File: config.mk
export PLATFORM = sky130hd
export DESIGN_NAME = orsd_decode
export DESIGN_NICKNAME = d
export VERILOG_FILES = /design/src/hw/orsd_pkg.sv /design/src/hw/orsd_decode.sv /design/src/hw/orsd_word_fmt.sv
export SDC_FILE = /design/constraint.sdc
export NUM_CORES = 1
export LEC_CHECK = 0
export BUFFER_PORTS_ARGS = -buffer_cell sky130_fd_sc_hd__buf_2
export CAP_MARGIN = 30
export CORE_ASPECT_RATIO = 1.5
export CORE_MARGIN = 3
export CORE_UTILIZATION = 50
export DETAILED_ROUTE_END_ITERATION = 10
export GPL_TIMING_DRIVEN = 0
export PLACE_DENSITY = 0.77
export SYNTH_ARGS = -nofsm -noshare
export SYNTH_HDL_FRONTEND = slang
export SYNTH_SLANG_ARGS = --single-unit
File: constraint.sdc
create_clock -name core_clk_i -period 1.2 [get_ports core_clk_i]
set_clock_uncertainty 0.1 [all_clocks]
set_input_delay 0.06 -clock core_clk_i [delete_from_list [all_inputs] [get_ports core_clk_i]]
set_output_delay 0.06 -clock core_clk_i [all_outputs]
set_load 0.01 [all_outputs]
File: src/hw/orsd_pkg.sv
// shared constants and types for the operand register-set decoder
package orsd_pkg;

    localparam int ORSD_WORD_W = 16;            // width of a word write
    localparam int ORSD_ACC_W  = 36;            // full accumulator width
    localparam int ORSD_SEL_W  = 5;             // widest selector field

    // number of legal entries in each operand set
    localparam logic [4:0] ORSD_N_PTR_STACK  = 5'h08;
    localparam logic [4:0] ORSD_N_PTR_SEVEN  = 5'h07;
    localparam logic [4:0] ORSD_N_PTR_FOUR   = 5'h04;
    localparam logic [4:0] ORSD_N_SINGLE     = 5'h01;
    localparam logic [4:0] ORSD_N_ALU_ALL    = 5'h08;
    localparam logic [4:0] ORSD_N_ALU_SEVEN  = 5'h07;
    localparam logic [4:0] ORSD_N_ALU_LONG   = 5'h05;
    localparam logic [4:0] ORSD_N_ACCUM      = 5'h04;
    localparam logic [4:0] ORSD_N_DATA       = 5'h03;
    localparam logic [4:0] ORSD_N_ACC_PAIR   = 5'h02;
    localparam logic [4:0] ORSD_N_MOVE_FULL  = 5'h1f;
    localparam logic [4:0] ORSD_N_EXT_LOW    = 5'h04;
    localparam logic [4:0] ORSD_N_MISC_STACK = 5'h11;

    // positions inside the ordered tables
    localparam logic [4:0] ORSD_ALU_DATA_BASE = 5'h05; // first data word in alu table
    localparam logic [4:0] ORSD_MOVE_PAIR_IDX = 5'h0c; // long pair in full move set

    // reset value of the registered result word
    localparam logic [35:0] ORSD_RST_DATA = 36'h0_0000_0000;

    // which operand field of the instruction is being decoded
    typedef enum logic [4:0] {
        fk_pointer_set_with_stack = 5'b00000,
        fk_pointer_set_seven      = 5'b00001,
        fk_pointer_set_four       = 5'b00010,
        fk_second_index           = 5'b00011,
        fk_modulo_modifier        = 5'b00100,
        fk_fast_irq_return_addr   = 5'b00101,
        fk_alu_all_set            = 5'b00110,
        fk_alu_upper_portion_set  = 5'b00111,
        fk_alu_no_pair_set        = 5'b01000,
        fk_alu_long_set           = 5'b01001,
        fk_accum_only_set         = 5'b01010,
        fk_data_word_triple       = 5'b01011,
        fk_accum_pair_set         = 5'b01100,
        fk_two_accum_upper_set    = 5'b01101,
        fk_cpu_move_full_set      = 5'b01110,
        fk_ext_low_cd_set         = 5'b01111,
        fk_misc_stack_set         = 5'b10000
    } orsd_field_type;

    // cpu registers that a field can name
    typedef enum logic [5:0] {
        no_reg               = 6'b000000,
        acc_a                = 6'b000001,
        acc_b                = 6'b000010,
        acc_c                = 6'b000011,
        acc_d                = 6'b000100,
        long_pair            = 6'b000101,
        lone_data_word       = 6'b000110,
        pair_low_word        = 6'b000111,
        pair_high_word       = 6'b001000,
        ptr0                 = 6'b001001,
        ptr1                 = 6'b001010,
        ptr2                 = 6'b001011,
        ptr3                 = 6'b001100,
        ptr4                 = 6'b001101,
        ptr5                 = 6'b001110,
        ptr_index            = 6'b001111,
        stack_pointer        = 6'b010000,
        second_index         = 6'b010001,
        modulo_modifier      = 6'b010010,
        fast_irq_return_addr = 6'b010011,
        operating_mode_word  = 6'b010100,
        status_word          = 6'b010101,
        loop_end_pointer     = 6'b010110,
        loop_end_pointer_hi  = 6'b010111,
        loop_count           = 6'b011000,
        loop_count_hi        = 6'b011001,
        hardware_loop_stack  = 6'b011010
    } orsd_reg_type;

    // portion of the selected register
    typedef enum logic [1:0] {
        pt_whole = 2'b00,
        pt_ext   = 2'b01,
        pt_upper = 2'b10,
        pt_low   = 2'b11
    } orsd_part_type;

    // one table entry: register and portion
    typedef struct packed {
        orsd_reg_type  id;
        orsd_part_type part;
    } orsd_ent_type;

    // complete registered state of the decoder
    typedef struct packed {
        logic          valid;
        orsd_reg_type  id;
        orsd_part_type part;
        logic          illegal;
        logic          sgn;
        logic          low_clr;
        logic [35:0]   data;
    } orsd_state_type;

endpackage

File: src/hw/orsd_decode.sv
// operand register-set decoder with word-write extension rules
`timescale 1ns/10ps

// Summary of operation
// - eight pointers: six address, index, stack pointer
// - seven pointers exclude the stack pointer
// - four-pointer set allows first four only
// - second index only on second dual read
// - modifier and fast return selectable alone
// - alu set: four accums, pair, three words
// - upper set routes accumulator upper portions
// - no-pair set omits the long pair
// - long set: four accumulators and pair
// - accumulator-only set picks one of four
// - data-word set picks among three words
// - single-bit set picks first two accumulators
// - two-accum upper set is source only
// - full move set: pair destination only
// - word write to pair clears low word
// - c/d ext and low via supplementary set
// - alu members other than the long pair get sign-extended word writes
// - control members get zero-extended word writes
module orsd_decode (
    input  wire logic                   core_clk_i,
    input  wire logic                   rst_i,
    input  wire logic                   req_valid_i,
    input  wire orsd_pkg::orsd_field_type field_kind_i,
    input  wire logic [4:0]             sel_idx_i,
    input  wire logic                   is_dest_i,
    input  wire logic                   first_access_i,
    input  wire logic [15:0]            wr_word_i,
    output logic                        dec_valid_o,
    output orsd_pkg::orsd_reg_type      reg_id_o,
    output orsd_pkg::orsd_part_type     part_o,
    output logic                        illegal_o,
    output logic                        wr_signed_o,
    output logic                        wr_low_clear_o,
    output logic [35:0]                 wr_data_o
);
    import orsd_pkg::*;

    // pointer table: six address registers, index, stack pointer
    localparam orsd_reg_type PTR_TAB [0:7] = '{
        ptr0, ptr1, ptr2, ptr3, ptr4, ptr5, ptr_index, stack_pointer
    };

    // data alu table: accumulators, long pair, data words
    localparam orsd_reg_type ALU_TAB [0:7] = '{
        acc_a, acc_b, acc_c, acc_d, long_pair,
        lone_data_word, pair_low_word, pair_high_word
    };

    // full cpu move set; c/d extension and low portions are absent
    localparam orsd_ent_type MOVE_TAB [0:30] = '{
        '{acc_a, pt_whole},
        '{acc_a, pt_ext},
        '{acc_a, pt_upper},
        '{acc_a, pt_low},
        '{acc_b, pt_whole},
        '{acc_b, pt_ext},
        '{acc_b, pt_upper},
        '{acc_b, pt_low},
        '{acc_c, pt_whole},
        '{acc_c, pt_upper},
        '{acc_d, pt_whole},
        '{acc_d, pt_upper},
        '{long_pair, pt_whole},
        '{pair_high_word, pt_whole},
        '{pair_low_word, pt_whole},
        '{lone_data_word, pt_whole},
        '{ptr0, pt_whole},
        '{ptr1, pt_whole},
        '{ptr2, pt_whole},
        '{ptr3, pt_whole},
        '{ptr4, pt_whole},
        '{ptr5, pt_whole},
        '{ptr_index, pt_whole},
        '{stack_pointer, pt_whole},
        '{modulo_modifier, pt_whole},
        '{second_index, pt_whole},
        '{operating_mode_word, pt_whole},
        '{status_word, pt_whole},
        '{loop_end_pointer, pt_whole},
        '{loop_count, pt_whole},
        '{hardware_loop_stack, pt_whole}
    };

    // supplementary set for the c and d extension and low portions
    localparam orsd_ent_type EXT_TAB [0:3] = '{
        '{acc_c, pt_ext},
        '{acc_d, pt_ext},
        '{acc_c, pt_low},
        '{acc_d, pt_low}
    };

    // registers that the stack can take 32 bits at a time
    localparam orsd_ent_type STACK_TAB [0:16] = '{
        '{acc_a, pt_ext},
        '{acc_b, pt_ext},
        '{acc_c, pt_ext},
        '{acc_d, pt_ext},
        '{pair_low_word, pt_whole},
        '{pair_high_word, pt_whole},
        '{lone_data_word, pt_whole},
        '{stack_pointer, pt_whole},
        '{modulo_modifier, pt_whole},
        '{second_index, pt_whole},
        '{loop_end_pointer, pt_whole},
        '{loop_end_pointer_hi, pt_whole},
        '{loop_count, pt_whole},
        '{loop_count_hi, pt_whole},
        '{hardware_loop_stack, pt_whole},
        '{operating_mode_word, pt_whole},
        '{status_word, pt_whole}
    };

    // data alu members are written signed, all others unsigned
    function automatic logic is_alu_reg(input orsd_reg_type id);
        is_alu_reg = (id >= acc_a) && (id <= pair_high_word);
    endfunction

    // decode one selector against its field; bad selections give illegal
    function automatic orsd_ent_type decode_sel(
        input orsd_field_type kind,
        input logic [4:0]     idx,
        input logic           dest,
        input logic           first,
        output logic          bad
    );
        orsd_ent_type e;
        e   = '{no_reg, pt_whole};
        bad = 1'b0;
        unique case (kind)
            fk_pointer_set_with_stack: begin
                bad = idx >= ORSD_N_PTR_STACK;
                e.id = PTR_TAB[idx[2:0]];
            end
            fk_pointer_set_seven: begin
                bad = idx >= ORSD_N_PTR_SEVEN;
                e.id = PTR_TAB[idx[2:0]];
            end
            fk_pointer_set_four: begin
                bad = idx >= ORSD_N_PTR_FOUR;
                e.id = PTR_TAB[idx[2:0]];
            end
            fk_second_index: begin
                // only the second access of a dual read may use it
                bad = (idx >= ORSD_N_SINGLE) || first;
                e.id = second_index;
            end
            fk_modulo_modifier: begin
                bad = idx >= ORSD_N_SINGLE;
                e.id = modulo_modifier;
            end
            fk_fast_irq_return_addr: begin
                bad = idx >= ORSD_N_SINGLE;
                e.id = fast_irq_return_addr;
            end
            fk_alu_all_set: begin
                bad = idx >= ORSD_N_ALU_ALL;
                e.id = ALU_TAB[idx[2:0]];
            end
            fk_alu_upper_portion_set: begin
                // skip the pair; accumulators route their upper portion
                bad = idx >= ORSD_N_ALU_SEVEN;
                e.id = ALU_TAB[(idx < 5'h04) ? idx[2:0] : 3'(idx + 5'h01)];
                if (idx < 5'h04) begin
                    e.part = pt_upper;
                end
            end
            fk_alu_no_pair_set: begin
                bad = idx >= ORSD_N_ALU_SEVEN;
                e.id = ALU_TAB[(idx < 5'h04) ? idx[2:0] : 3'(idx + 5'h01)];
            end
            fk_alu_long_set: begin
                bad = idx >= ORSD_N_ALU_LONG;
                e.id = ALU_TAB[idx[2:0]];
            end
            fk_accum_only_set: begin
                bad = idx >= ORSD_N_ACCUM;
                e.id = ALU_TAB[idx[2:0]];
            end
            fk_data_word_triple: begin
                bad = idx >= ORSD_N_DATA;
                e.id = ALU_TAB[3'(idx + ORSD_ALU_DATA_BASE)];
            end
            fk_accum_pair_set: begin
                bad = idx >= ORSD_N_ACC_PAIR;
                e.id = ALU_TAB[idx[2:0]];
            end
            fk_two_accum_upper_set: begin
                // upper portions here are read-only operands
                bad = (idx >= ORSD_N_ACC_PAIR) || dest;
                e = '{ALU_TAB[idx[2:0]], pt_upper};
            end
            fk_cpu_move_full_set: begin
                // the pair may be written but never read through this set
                bad = (idx >= ORSD_N_MOVE_FULL)
                    || (!dest && idx == ORSD_MOVE_PAIR_IDX);
                e = MOVE_TAB[(idx < ORSD_N_MOVE_FULL) ? idx : 5'h00];
            end
            fk_ext_low_cd_set: begin
                bad = idx >= ORSD_N_EXT_LOW;
                e = EXT_TAB[idx[1:0]];
            end
            fk_misc_stack_set: begin
                bad = idx >= ORSD_N_MISC_STACK;
                e = STACK_TAB[(idx < ORSD_N_MISC_STACK) ? idx : 5'h00];
            end
            default: begin
                bad = 1'b1;
            end
        endcase
        // an illegal selection names no register so nothing is touched
        if (bad) begin
            e = '{no_reg, pt_whole};
        end
        decode_sel = e;
    endfunction

    orsd_state_type st_r;                // whole registered state
    orsd_state_type st_nxt;              // next state
    orsd_ent_type   ent;                 // current decode result
    logic           ent_bad;             // current selection illegal
    logic           ent_sgn;             // current write is signed
    logic [35:0]    fmt_data;            // formatted word write
    logic           fmt_low_clr;         // formatter clears low half

    // the formatter is kept separate so the extension rules live in one place
    orsd_word_fmt u_fmt (
        .word_i    (wr_word_i),
        .id_i      (ent.id),
        .part_i    (ent.part),
        .sgn_i     (ent_sgn),
        .data_o    (fmt_data),
        .low_clr_o (fmt_low_clr)
    );

    // decode the request; kept apart from the next-state process so the
    // formatter output never loops back into the process that feeds it
    always_comb begin
        ent_bad = 1'b0;
        ent     = decode_sel(field_kind_i, sel_idx_i, is_dest_i,
                             first_access_i, ent_bad);
        ent_sgn = is_alu_reg(ent.id);
    end

    // build the next state from the decode and the formatted word
    always_comb begin
        st_nxt  = st_r;
        st_nxt.valid = req_valid_i;
        if (req_valid_i) begin
            st_nxt.id      = ent.id;
            st_nxt.part    = ent.part;
            st_nxt.illegal = ent_bad;
            st_nxt.sgn     = ent_sgn;
            // an illegal access carries no write data
            st_nxt.low_clr = fmt_low_clr && !ent_bad;
            st_nxt.data    = ent_bad ? ORSD_RST_DATA : fmt_data;
        end
    end

    // register the state; a single cycle of latency
    always_ff @(posedge core_clk_i or posedge rst_i) begin
        if (rst_i) begin
            st_r <= '{1'b0, no_reg, pt_whole, 1'b0, 1'b0, 1'b0, ORSD_RST_DATA};
        end else begin
            st_r <= st_nxt;
        end
    end

    assign dec_valid_o    = st_r.valid;
    assign reg_id_o       = st_r.id;
    assign part_o         = st_r.part;
    assign illegal_o      = st_r.illegal;
    assign wr_signed_o    = st_r.sgn;
    assign wr_low_clear_o = st_r.low_clr;
    assign wr_data_o      = st_r.data;
endmodule

File: src/hw/orsd_word_fmt.sv
// word-write formatter: extends a 16-bit word into the target register
`timescale 1ns/10ps
module orsd_word_fmt (
    input  wire logic [15:0]           word_i,
    input  wire orsd_pkg::orsd_reg_type id_i,
    input  wire orsd_pkg::orsd_part_type part_i,
    input  wire logic                  sgn_i,
    output logic      [35:0]           data_o,
    output logic                       low_clr_o
);
    import orsd_pkg::*;

    // accumulators written whole take the word in their upper portion
    always_comb begin
        low_clr_o = 1'b0;
        if (id_i == long_pair && part_i == pt_whole) begin
            // high word loaded, low word forced to zero
            data_o    = {4'h0, word_i, 16'h0000};
            low_clr_o = 1'b1;
        end else if (id_i >= acc_a && id_i <= acc_d && part_i == pt_whole) begin
            data_o    = {{4{word_i[15]}}, word_i, 16'h0000};
            low_clr_o = 1'b1;
        end else if (sgn_i) begin
            data_o = {{20{word_i[15]}}, word_i};
        end else begin
            data_o = {20'h00000, word_i};
        end
    end

endmodule

**After elaboration in Yosys (flattened, before gate mapping)**

Memory sizes are Yosys's and may differ from the RTL's.
Cells that the tools add are included.

- Bits of input ports: 31
- Word-level logic and storage cells: 109
- Memories kept: 6
- Output and inout port bits: 48
- Register bits after elaboration: 48
- Bits in read-only memories: 704

Memory list:

| name | words | width | read ports | clocked after Yosys merged registers in | write ports | RTL line | source |
|---|---|---|---|---|---|---|---|
| (no name shown) | 32 | 8 | 1 | 0 | 0 | orsd_decode.sv:208 | `e = STACK_TAB[(idx < ORSD_N_MISC_STACK) ? idx : 5'h00];` |
| (no name shown) | 32 | 8 | 1 | 0 | 0 | orsd_decode.sv:200 | `e = MOVE_TAB[(idx < ORSD_N_MOVE_FULL) ? idx : 5'h00];` |
| (no name shown) | 8 | 6 | 1 | 0 | 0 | orsd_decode.sv:194 | `e = '{ALU_TAB[idx[2:0]], pt_upper};` |
| (no name shown) | 8 | 6 | 1 | 0 | 0 | orsd_decode.sv:185 | `e.id = ALU_TAB[3'(idx + ORSD_ALU_DATA_BASE)];` |
| (no name shown) | 8 | 6 | 1 | 0 | 0 | orsd_decode.sv:173 | `e.id = ALU_TAB[(idx < 5'h04) ? idx[2:0] : 3'(idx + 5'h01)];` |
| (no name shown) | 8 | 6 | 1 | 0 | 0 | orsd_decode.sv:144 | `e.id = PTR_TAB[idx[2:0]];` |

- Add/subtract/negate cells: 2
- Muxes and demuxes: 29
- Reductions and logical operators: 20
- Equal/unequal tests: 18
- $lt $le $gt $ge: 21
- Bitwise operators: 6

Operators by type and width:

| operator | count |
|---|---|
| 2-to-1 mux 36 bit | 4 |
| one-hot mux 6 bit (10 select lines) | 1 |
| 2-to-1 mux 8 bit | 7 |
| 2-to-1 mux 6 bit | 8 |
| equality test 5 x 4 -> 1 bit, second input constant | 9 |
| equality test 5 x 3 -> 1 bit, second input constant | 4 |
| binary-select mux 8 bit (select 2 bit) | 1 |
| >= comparator 5 x 3 -> 1 bit, second input constant | 3 |
| >= comparator 4 bit, second input constant | 3 |
| >= comparator 6 bit, second input constant | 2 |
| inverter 3 -> 4 bit | 3 |
| inverter 5 -> 6 bit | 2 |
| one-hot mux 1 bit (11 select lines) | 1 |
| equality test 5 x 2 -> 1 bit, second input constant | 2 |
| >= comparator 5 x 2 -> 1 bit, second input constant | 2 |
| >= comparator 5 bit, second input constant | 2 |
| less-than comparator 5 bit, second input constant | 2 |
| 2-to-1 mux 5 bit | 2 |
| one-hot mux 2 bit (5 select lines) | 1 |
| OR reduction 3 bit | 3 |
| equality test 6 x 3 -> 1 bit, second input constant | 1 |
| >= comparator 6 x 1 -> 1 bit, second input constant | 1 |
| less-or-equal comparator 6 x 3 -> 1 bit, second input constant | 1 |
| less-or-equal comparator 6 x 4 -> 1 bit, second input constant | 1 |
| other kinds (19) | 30 |

**Depth between registers and ports, before layout**

Gate-level depths: netlist of the first run.

- Depth in word-level cells: 14
- Gate-level depth with buffers: 20

**Cells and area by module**

A second synthesis of the first run with hierarchy kept.

- Cells, all modules: 446
- Area, all modules: 3844.9 um^2

By module, submodules not included:

| module | instances | area an instance (um^2) | cells an instance |
|---|---|---|---|
| orsd_decode | 1 | 3450.8 | 394 |
| orsd_word_fmt | 1 | 394.1 | 52 |

**Worst setup path before layout of the first run**

No wires, ideal clock.

- Path type: in2reg
- From: input port sel_idx_i[2]
- To: register st_r, in the netlist wr_data_o[0]
- Cell stages on the path: 19
- Library setup time: 123 ps
- Path slack: -2497 ps
- Path buffers: 6
- Arrival time: 3474 ps
- Path through: clkbuf_1 -> buf_2 -> buf_2 -> inv_1 -> ha_1 -> or3b_1 -> clkbuf_1 -> nand2_1 -> nand2_1 -> inv_1 -> ha_1 -> nor2b_1 -> o21ai_0 -> o2111a_1 -> or4_4 -> a211oi_4 -> buf_2 -> buf_2 -> o2bb2ai_1

- Cells in the longest elaborated chain, start to end: 14

RTL lines:

| item | RTL line | source |
|---|---|---|
| from (decl) | orsd_decode.sv:28 | `input wire logic [4:0] sel_idx_i,` |
| less-than comparator 5 bit (tied with other cells) | orsd_decode.sv:208 |  |
| 2-to-1 mux 5 bit (tied with other cells) | orsd_decode.sv:208 |  |
| inverter 5 -> 6 bit (tied with other cells) | orsd_decode.sv:208 |  |
| memory (32 x 8 bit) (tied with other cells) | n/a |  |
| 2-to-1 mux 8 bit (tied with other cells) (2 in a row) | orsd_decode.sv:208 |  |
| one-hot mux 6 bit (10 select lines) | orsd_decode.sv:133 | `unique case (kind)` |
| 2-to-1 mux 8 bit | orsd_decode.sv:215 | `if (bad) begin` |
| >= comparator 6 x 1 -> 1 bit or less-or-equal comparator 6 x 3 -> 1 bit (tied branches) | orsd_word_fmt.sv:20 | `end else if (id_i >= acc_a && id_i <= acc_d && part_i == pt_whole) begin` |
| logical AND 1 bit (2 in a row) | orsd_word_fmt.sv:20 |  |
| 2-to-1 mux 36 bit | orsd_word_fmt.sv:20 |  |
| 2-to-1 mux 36 bit | orsd_word_fmt.sv:16 | `if (id_i == long_pair && part_i == pt_whole) begin` |
| 2-to-1 mux 36 bit * | orsd_decode.sv:259 | `st_nxt.data = ent_bad ? ORSD_RST_DATA : fmt_data;` |
| to (signal assigned) | orsd_decode.sv:266 | `st_r <= '{1'b0, no_reg, pt_whole, 1'b0, 1'b0, 1'b0, ORSD_RST_DATA};` |
| to (signal assigned) | orsd_decode.sv:268 | `st_r <= st_nxt;` |
| to (decl) | orsd_decode.sv:221 | `orsd_state_type st_r;` |

Every way passes the cells marked *; elsewhere a longest branch is shown, timed or not. The select of a mux whose other input is x is not followed.
A chain may end at the register's enable or synchronous reset.

**Final worst setup path of the first run**

- From: input port sel_idx_i[2]
- To: register st_r, in the netlist wr_data_o[29]

- Cells in the longest elaborated chain, start to end: 14

RTL lines:

| item | RTL line |
|---|---|
| less-than comparator 5 bit (tied with other cells) | orsd_decode.sv:208 |
| 2-to-1 mux 5 bit (tied with other cells) | orsd_decode.sv:208 |
| inverter 5 -> 6 bit (tied with other cells) | orsd_decode.sv:208 |
| memory (32 x 8 bit) (tied with other cells) | n/a |
| 2-to-1 mux 8 bit (tied with other cells) (2 in a row) | orsd_decode.sv:208 |
| one-hot mux 6 bit (10 select lines) | orsd_decode.sv:133 |
| 2-to-1 mux 8 bit | orsd_decode.sv:215 |
| >= comparator 6 x 1 -> 1 bit (tied with other cells) | orsd_decode.sv:119, orsd_word_fmt.sv:20 |
| logical AND 1 bit, on equally long branches | orsd_decode.sv:119, orsd_word_fmt.sv:20 |
| 2-to-1 mux 36 bit or logical AND 1 bit (tied branches) | orsd_word_fmt.sv:23, orsd_word_fmt.sv:20 |
| 2-to-1 mux 36 bit | orsd_word_fmt.sv:20 |
| 2-to-1 mux 36 bit | orsd_word_fmt.sv:16 |
| 2-to-1 mux 36 bit * | orsd_decode.sv:259 |

Marked as above.

==> summary by stage, run 1 <==
Global routing
The pin count of the biggest net entering global routing is 45. The initial antenna violation count is 0. The total congestion overflow is 0.

The first global-routing pass estimated 19,100 um of wire. The number of global-route vias before repair was ~4,000. Global routing used roughly 30% of the available tracks across all layers.

Routing
The number of violations reported at the end of detailed-routing iteration 0 is slightly above 200. The total vias in the final route is roughly 4,000. The post-route DRC violation count is 0. Using the TritonRoute via totals, the vias-per-cell ratio works out to ~6.5.

The count of nets left with antenna violations once routing finished came out at 0. In the final routed layout, each cell accounts on average for ~20 um. Summed over all layers, the routed wires come to 12,200 um.

The number of optimization iterations in the first detailed-route pass is 5.

Logic synthesis
The combined area of all synthesized cells is between 3000 and 4000 um2. Of all cell types, the one taking the most synthesized area is dfrtp_1. The sequential share of the synthesized area is a little under a third. After synthesis, the share of flip-flops with an asynchronous set or reset is 100%. By count the netlist is led by dfrtp_1 (44), nand3_1 (29), ha_1 (22), nand2_1 (22), and3_1 (20). The share of synthesized area in the top cell type comes to a little under a third. The unique cell type count in the Yosys netlist is 75. The number of synthesis warnings is 0.

The flip-flop and latch count after synthesis is 44. The net count of the mapped netlist is roughly 460. Among all flip-flop cells after synthesis, the most frequent one is dfrtp_1.

A synthesized cell averages roughly 8.9 um2. In the post-synthesis netlist, the cell with the most instances is dfrtp_1. Sorting the synthesized cells by area gives the leading types as dfrtp_1 (31%), ha_1 (7.7%), o2bb2ai_1 (4.4%), nand3_1 (4.1%), a211o_1 (3.7%).

The instance count of the mapped netlist is between 400 and 500. Yosys mapped a number of flops with a built-in enable equal to 0.

Place
Counting tap cells, the placed design contains a total of about 560 instances. The placed instance area is ~4200 um2. Prior to clock tree synthesis, the placed netlist has a worst setup slack of -2970 ps. The total half-perimeter wirelength after legalization and detailed placement is approximately 8500 um.

The weighted congestion reported at the end of routability-driven placement is ~1.0. The count of buffers from port buffering is 76.

Critical path
Along the worst path, the maximum fanout reaches 5. The endpoint of the most critical setup path is wr_data_o[29]. The kind of critical path is primary input to flop. The worst setup path is captured at a flop.

For flop-to-flop paths, the worst setup slack is 300 ps. The startpoint of the worst register-to-register path is wr_data_o[19]. STA puts the critical path data arrival time at 3430 ps. The launch point of the critical path is sel_idx_i[2].

STA classifies the critical path startpoint as a primary input. In this run the critical register-to-register path is captured at wr_data_o[19]. The critical path required time is 1280 ps. The count of cells along the worst register-to-register path is 1.

STA
Setup repair after global routing could not meet its margin everywhere. The portion of the clock cycle consumed by the worst path in the final layout is 279%. The minimum setup slack in the final design is -2150 ps.

The number of slew-limit violations in the final report is 0. Based on the critical path, the design can be clocked at up to roughly 300 MHz. On the final layout, the worst hold slack is -140 ps. The setup total negative slack is -83,410 ps. Headroom to the max-slew limit came out at between 30 and 40%.

Setup violations remaining at the end of the flow were counted as 43. The time the worst path needs with I/O delays and setup is between 3000 and 4000 ps. The final count of hold timing violations is 44. For the pin with the worst max-slew slack, the measured transition is 916 ps.

Clock tree
Hold repair after CTS inserted 17 buffers. CTS saw 44 sinks. The clock network latency to the later pin of the worst-skew pair is 290 ps.

The H-tree generated during clock tree synthesis spans 2 levels. TritonCTS built the clock tree. After clock tree synthesis, the clock-pin slew on the worst setup and hold paths is 80 ps. The maximum buffer depth of the clock tree is 2. The CTS root buffer is clkbuf_8. The number of CTS-inserted buffers is 5.

Floorplanning
For this design the top-level I/O count stands at slightly below 80. In this run the standard cell core region covers ~6900 um2. The vertical extent of the die is between 100 and 150 um.

From left edge to right edge, the die measures 75.0 um. After floorplanning, the core was divided into 37 placement rows. The die area is between 8000 and 9000 um2. The initial utilization of the core area, before any placement, comes to 51.7%.

Run
The tool flagged a number of max-cap violations equal to 0.

Power and ir drop
The power per cell area is 899 nW/um2. The standby leakage power is 2.40 nW. The worst-case vdd ir drop is 0.469 mV.

The total chip power is 4.43 mW.

Layout
The final non-filler cell area is 4930 um2. The area added between synthesis and finish is 38.2%. The layout net count is 586. The post-route non-filler standard cell count is between 600 and 700. The core occupancy in the finished layout is a little over 70%. The antenna diode count is 0. The share of layout cells above drive strength 1 is 36.0%.

Run status
The flow ran to the end, but the final reports show violations. The checks that failed: negative hold slack, negative setup slack.

Worst hold path
In this run the worst hold path is classified as primary input to async pin.
## how the worst min path moves through the flow
| stage | start | endpoint | slack [ps] | cells after the start |
|---|---|---|---|---|
| after floorplan | req_valid_i | dec_valid_o | -9 | 0 |
| after global placement | req_valid_i | dec_valid_o | 170 | 1 |
| after CTS | rst_i | wr_data_o[10] | -120 | 2 |
| after global routing | rst_i | dec_valid_o | -60 | 2 |
| final | rst_i | wr_data_o[14] | -140 | 2 |
| after detailed placement | req_valid_i | dec_valid_o | 180 | 1 |
## worst max-delay path, stage by stage
cell,delay [ps]
buf_8,100
clkbuf_16,140
buf_12,120
buf_8,120
inv_8,50
ha_4,120
or3b_4,420
nand2_4,100
nand2_4,70
ha_4,170
nor2b_4,120
o21ai_2,190
o211ai_1,160
a2111oi_4,370
nand4bb_1,250
a211oi_4,250
buf_6,170
nor4_4,50
buf_4,160
a211o_1,230
## what timing repair did
| item | CTS | global route |
|---|---|---|
| pin swaps | 16 | 17 |
| gates resized for setup | 35 | 33 |
| buffers inserted | 24 | 11 |
| setup endpoints to repair | 43 | 45 |
| cloned | 1 | 0 |
| endpoints found under the hold margin | 61 | 44 |
## registers in the layout, indices dropped and copies added (netlist names)
name            flops
wr_low_clear_o      1
illegal_o           1
wr_signed_o         1
wr_data_o          33
dec_valid_o         1
reg_id_o            5
part_o              2
## logic make-up after synthesis
kind of cell | count (synthesis) | share of synthesized area [%]
AND/OR/NAND/NOR | 147 | 24.5
AO/OA/AOI/OAI | 121 | 26.9
buffers and inverters | 60 | 7.68
flip-flops | 44 | 30.9
adder cells (fa/ha/maj) | 22 | 7.72
multiplexers | 5 | 1.47
XOR/XNOR | 2 | 0.702
other | 1 | 0.105
## routing by layer
metal	vias up	share of wire, %	GRT usage [%]
met5	-	0	0
met4	0	5.4	17.9
met3	60	5.9	4.12
met2	218	53	54.6
met1	1923	36	30.9
li1	1785	-	-
## report_power, final
| group | total, mW | internal (mW) | switching, mW |
|---|---|---|---|
| Sequential | 1.70 | 1.62 | 0.0797 |
| Clock | 1.12 | 0.618 | 0.505 |
| Combinational | 1.60 | 0.731 | 0.874 |
## cells in the final DEF, fill, tap and decap left out, types with 5 or more instances in the layout
| master | n |
|---|---|
| buf_2 | 81 |
| dfrtp_1 | 43 |
| buf_4 | 35 |
| nand3_1 | 27 |
| and3_1 | 20 |
| nand2_1 | 19 |
| ha_1 | 18 |
| o2bb2ai_1 | 17 |
| dlygate4sd3_1 | 17 |
| clkbuf_1 | 15 |
| a211o_1 | 15 |
| a21oi_1 | 14 |
| inv_1 | 13 |
| nor2b_1 | 11 |
| buf_6 | 10 |
| nor2_1 | 10 |
| nand2b_1 | 9 |
| o21ai_0 | 6 |
| a31oi_1 | 5 |
| nor3_1 | 5 |
| clkbuf_8 | 5 |
## layout make-up
class                   instances  area (um2)
multi-input cells             298        2420
clock inverters                 2        35.0
well taps                      78        97.6
fillers                       557        1970
inverters                      19        85.1
repair buffers                126         833
flip-flops and latches         44        1100
plain buffers                  39         277
clock buffers                   6        72.6
No activity file was read; power rests on OpenSTA's default activity.
==> run 2: changes to the inputs <==
- CAP_MARGIN: 30 -> default
- CORE_UTILIZATION: 50 -> 45
- PLACE_DENSITY: 0.77 -> 0.71
==> summary by stage, run 2 (synthesized netlist as in run 1, its figures left out) <==
Floorplanning
The die area is approximately 9100 um2. The number of cell rows is 39. The vertical extent of the die is around 120 um. For this design the top-level I/O count stands at 79.

For this configuration, the core starts out at a cell density of 46.5%. The width of the die is 78.7 um. The area of the core region is roughly 7700 um2.

Place
Port buffering added 76 buffers. The worst setup slack before clock tree synthesis is -3080 ps. The weighted congestion reported at the end of routability-driven placement is 0.995. Summed over all nets, the half-perimeter wirelength after detailed placement is 9060 um.

Layout
0 antenna diodes ended up in the layout. The register with the most flip-flops in the layout has 33 of them. In the final layout, the share of cells above drive strength 1 is approximately two fifths. The area added between synthesis and finish is 47.0%. The layout net count is 583. The core occupancy in the finished layout is 68.4%. The top cell types in the final layout, fill and taps aside, are buf_2 (82), dfrtp_1 (44), nand3_1 (28). The leading cell type in the layout, fill and taps excluded is buf_2.

Clock tree
Buffers inserted during clock tree synthesis total 5. The total number of H-tree levels is 2. The maximum buffer depth of the clock tree is 2. In this run the clock root is driven by a clkbuf_16. The clock network latency to the later pin of the worst-skew pair is between 200 and 300 ps. The clock slew at the register clock pins of the worst setup and hold paths is about 70 ps. The clock sink count is 44.

In this run, post-CTS hold repair placed 17 buffers. TritonCTS built the clock tree.

STA
The worst path uses 269% of the clock period. The number of slew-limit violations in the final report is 0. The number of setup violations in the final report is 43. In the final timing run, aggregate negative setup slack is -78,040 ps. The final count of hold timing violations came to 44. The routed design could run at a clock period as short as 3230 ps. The final-layout worst hold slack is -130 ps. Setup repair after global routing could not meet its margin everywhere. The minimum setup slack in the final design is -2030 ps. The maximum achievable frequency is between 300 and 400 MHz. The slew at the pin closest to its max-slew limit is 915 ps. Headroom to the max-slew limit came out at between 30% and 40%.

Routing
The post-route DRC violation count is 0. After detailed routing, the average wire length per cell comes to between 20 and 25 um. The routed design has 13,500 um of wire. The met3 wirelength from detailed routing is between 800 and 900 um. In the detailed route, the total length drawn on met2 is about 7000 um. The first routing iteration left between 200 and 250 violations. Once detail routing completed, the nets flagged for antenna violations numbered 0.

Dividing the detail-routed via count by the number of cells gives about 6.3. The first detailed-routing pass ran for 7 iterations. The highest signal layer in the routed design is met4.

The detailed router placed 4,009 vias in this run. The routed metal-1 wire length is 4640 um.

Critical path
Traced cell by cell, the critical path runs through buf_8 > clkbuf_16 > buf_12 > buf_12 > clkinv_8 > ha_4 > or3b_4 > buf_4 > buf_6 > or3_4 > a31oi_4 > o2111ai_4 > nand4bb_4 > a211oi_4 > nor4_4 > buf_4 > a211o_1. The worst setup path is launched from a primary input. The slowest stage cell on the critical path is or3b_4. For the worst setup path, the data required time is 1280 ps. The endpoint class of the critical path is a flop. Data on the critical path arrives at its endpoint at approximately 3300 ps. The kind of critical path is primary input to flop. The largest single stage delay on the critical path is about 400 ps. The largest fanout of any net on the critical path is 5.

Run status
The checks that failed: negative hold slack, negative setup slack. The flow ran to the end, but the final reports show violations.

Global routing
For this run the aggregate overflow at the end of global routing stands at 0. The number of global-route vias before repair is around 4,000. The initial antenna violation count came to 0. Global routing used between 20% and 30% of the available tracks.

The pin count of the biggest net entering global routing is 45. The first global-routing pass estimated 20,200 um of wire.

Power and ir drop
Summed over all cells, the static leakage comes to approximately 2.5 nW. IR analysis of the VDD net gives a maximum drop of between 0.9 and 1 mV. The power per cell area is roughly 970 nW/um2. Overall power consumption after layout is estimated at approximately 5 mW.

Run
The max capacitance violation total is 0.

Worst hold path
The class of the tightest hold or removal check is primary input to async pin.
[run 2: cell count changes in the layout (fill, tap and decap cells not counted), moves of 4 or more]
cell,change
o2bb2ai_2,+13
o21ai_2,-4
o2bb2ai_1,-16
buf_4,-10
clkbuf_16,+5
clkbuf_8,-4
[run 2: what timing repair did]
item / 4_1_cts / 5_1_grt
buffers inserted: 22 / 7
setup endpoints to repair: 43 / 43
gates cloned: 2 / 0
hold endpoints to repair: 61 / 44
pin swaps: 25 / 17
resized for setup: 52 / 50
[run 2: critical path: cells and delay by family]
kind | cells | cell delay, ps
and+or+nand+nor | 4 | 1210
adders and majority gates | 1 | 110
buffers and inverters | 8 | 960
AOI/OAI and AO/OA | 4 | 950
[run 2: final cells by class]
class / instances / area, um2
timing repair buffer: 123 / 833
sequential: 44 / 1100
fill: 600 / 2420
inverter: 19 / 90.1
clock buffer: 6 / 139
clock inverter: 2 / 38.8
multi-input combinational: 298 / 2620
buffer: 39 / 290
tap: 102 / 128
[run 2: final timing paths]
path,cells after the start,slack [ps],start,endpoint
max in group asynchronous,2,560,rst_i,illegal_o
worst min-delay path,2,-130,rst_i,wr_data_o[14]
min in group core_clk_i,3,90,req_valid_i,reg_id_o[4]
worst max-delay path,17,-2030,sel_idx_i[2],wr_data_o[17]
worst max register to register,1,280,wr_data_o[20],wr_data_o[20]
worst min register to register,1,390,wr_data_o[6],wr_data_o[6]
[run 2: metal layers]
metal	track usage (%)	vias up
li1	-	1777
met1	29.7	1943
met2	52.1	219
met3	3.37	70
met4	19.6	0
met5	0	-
[run 2: metrics by stage]
step | std cells | cell area (um2)
final | 633 | 5240
after floorplan | 402 | 3690
after CTS | 628 | 4950
after global routing | 633 | 5240
after detailed placement | 580 | 4200
after global placement | 580 | 4200
[run 2: report_power, final]
part / switching, mW / internal [mW] / total, mW
clock: 0.592 / 1.04 / 1.63
combinational: 0.934 / 0.784 / 1.72
sequential: 0.0966 / 1.62 / 1.72
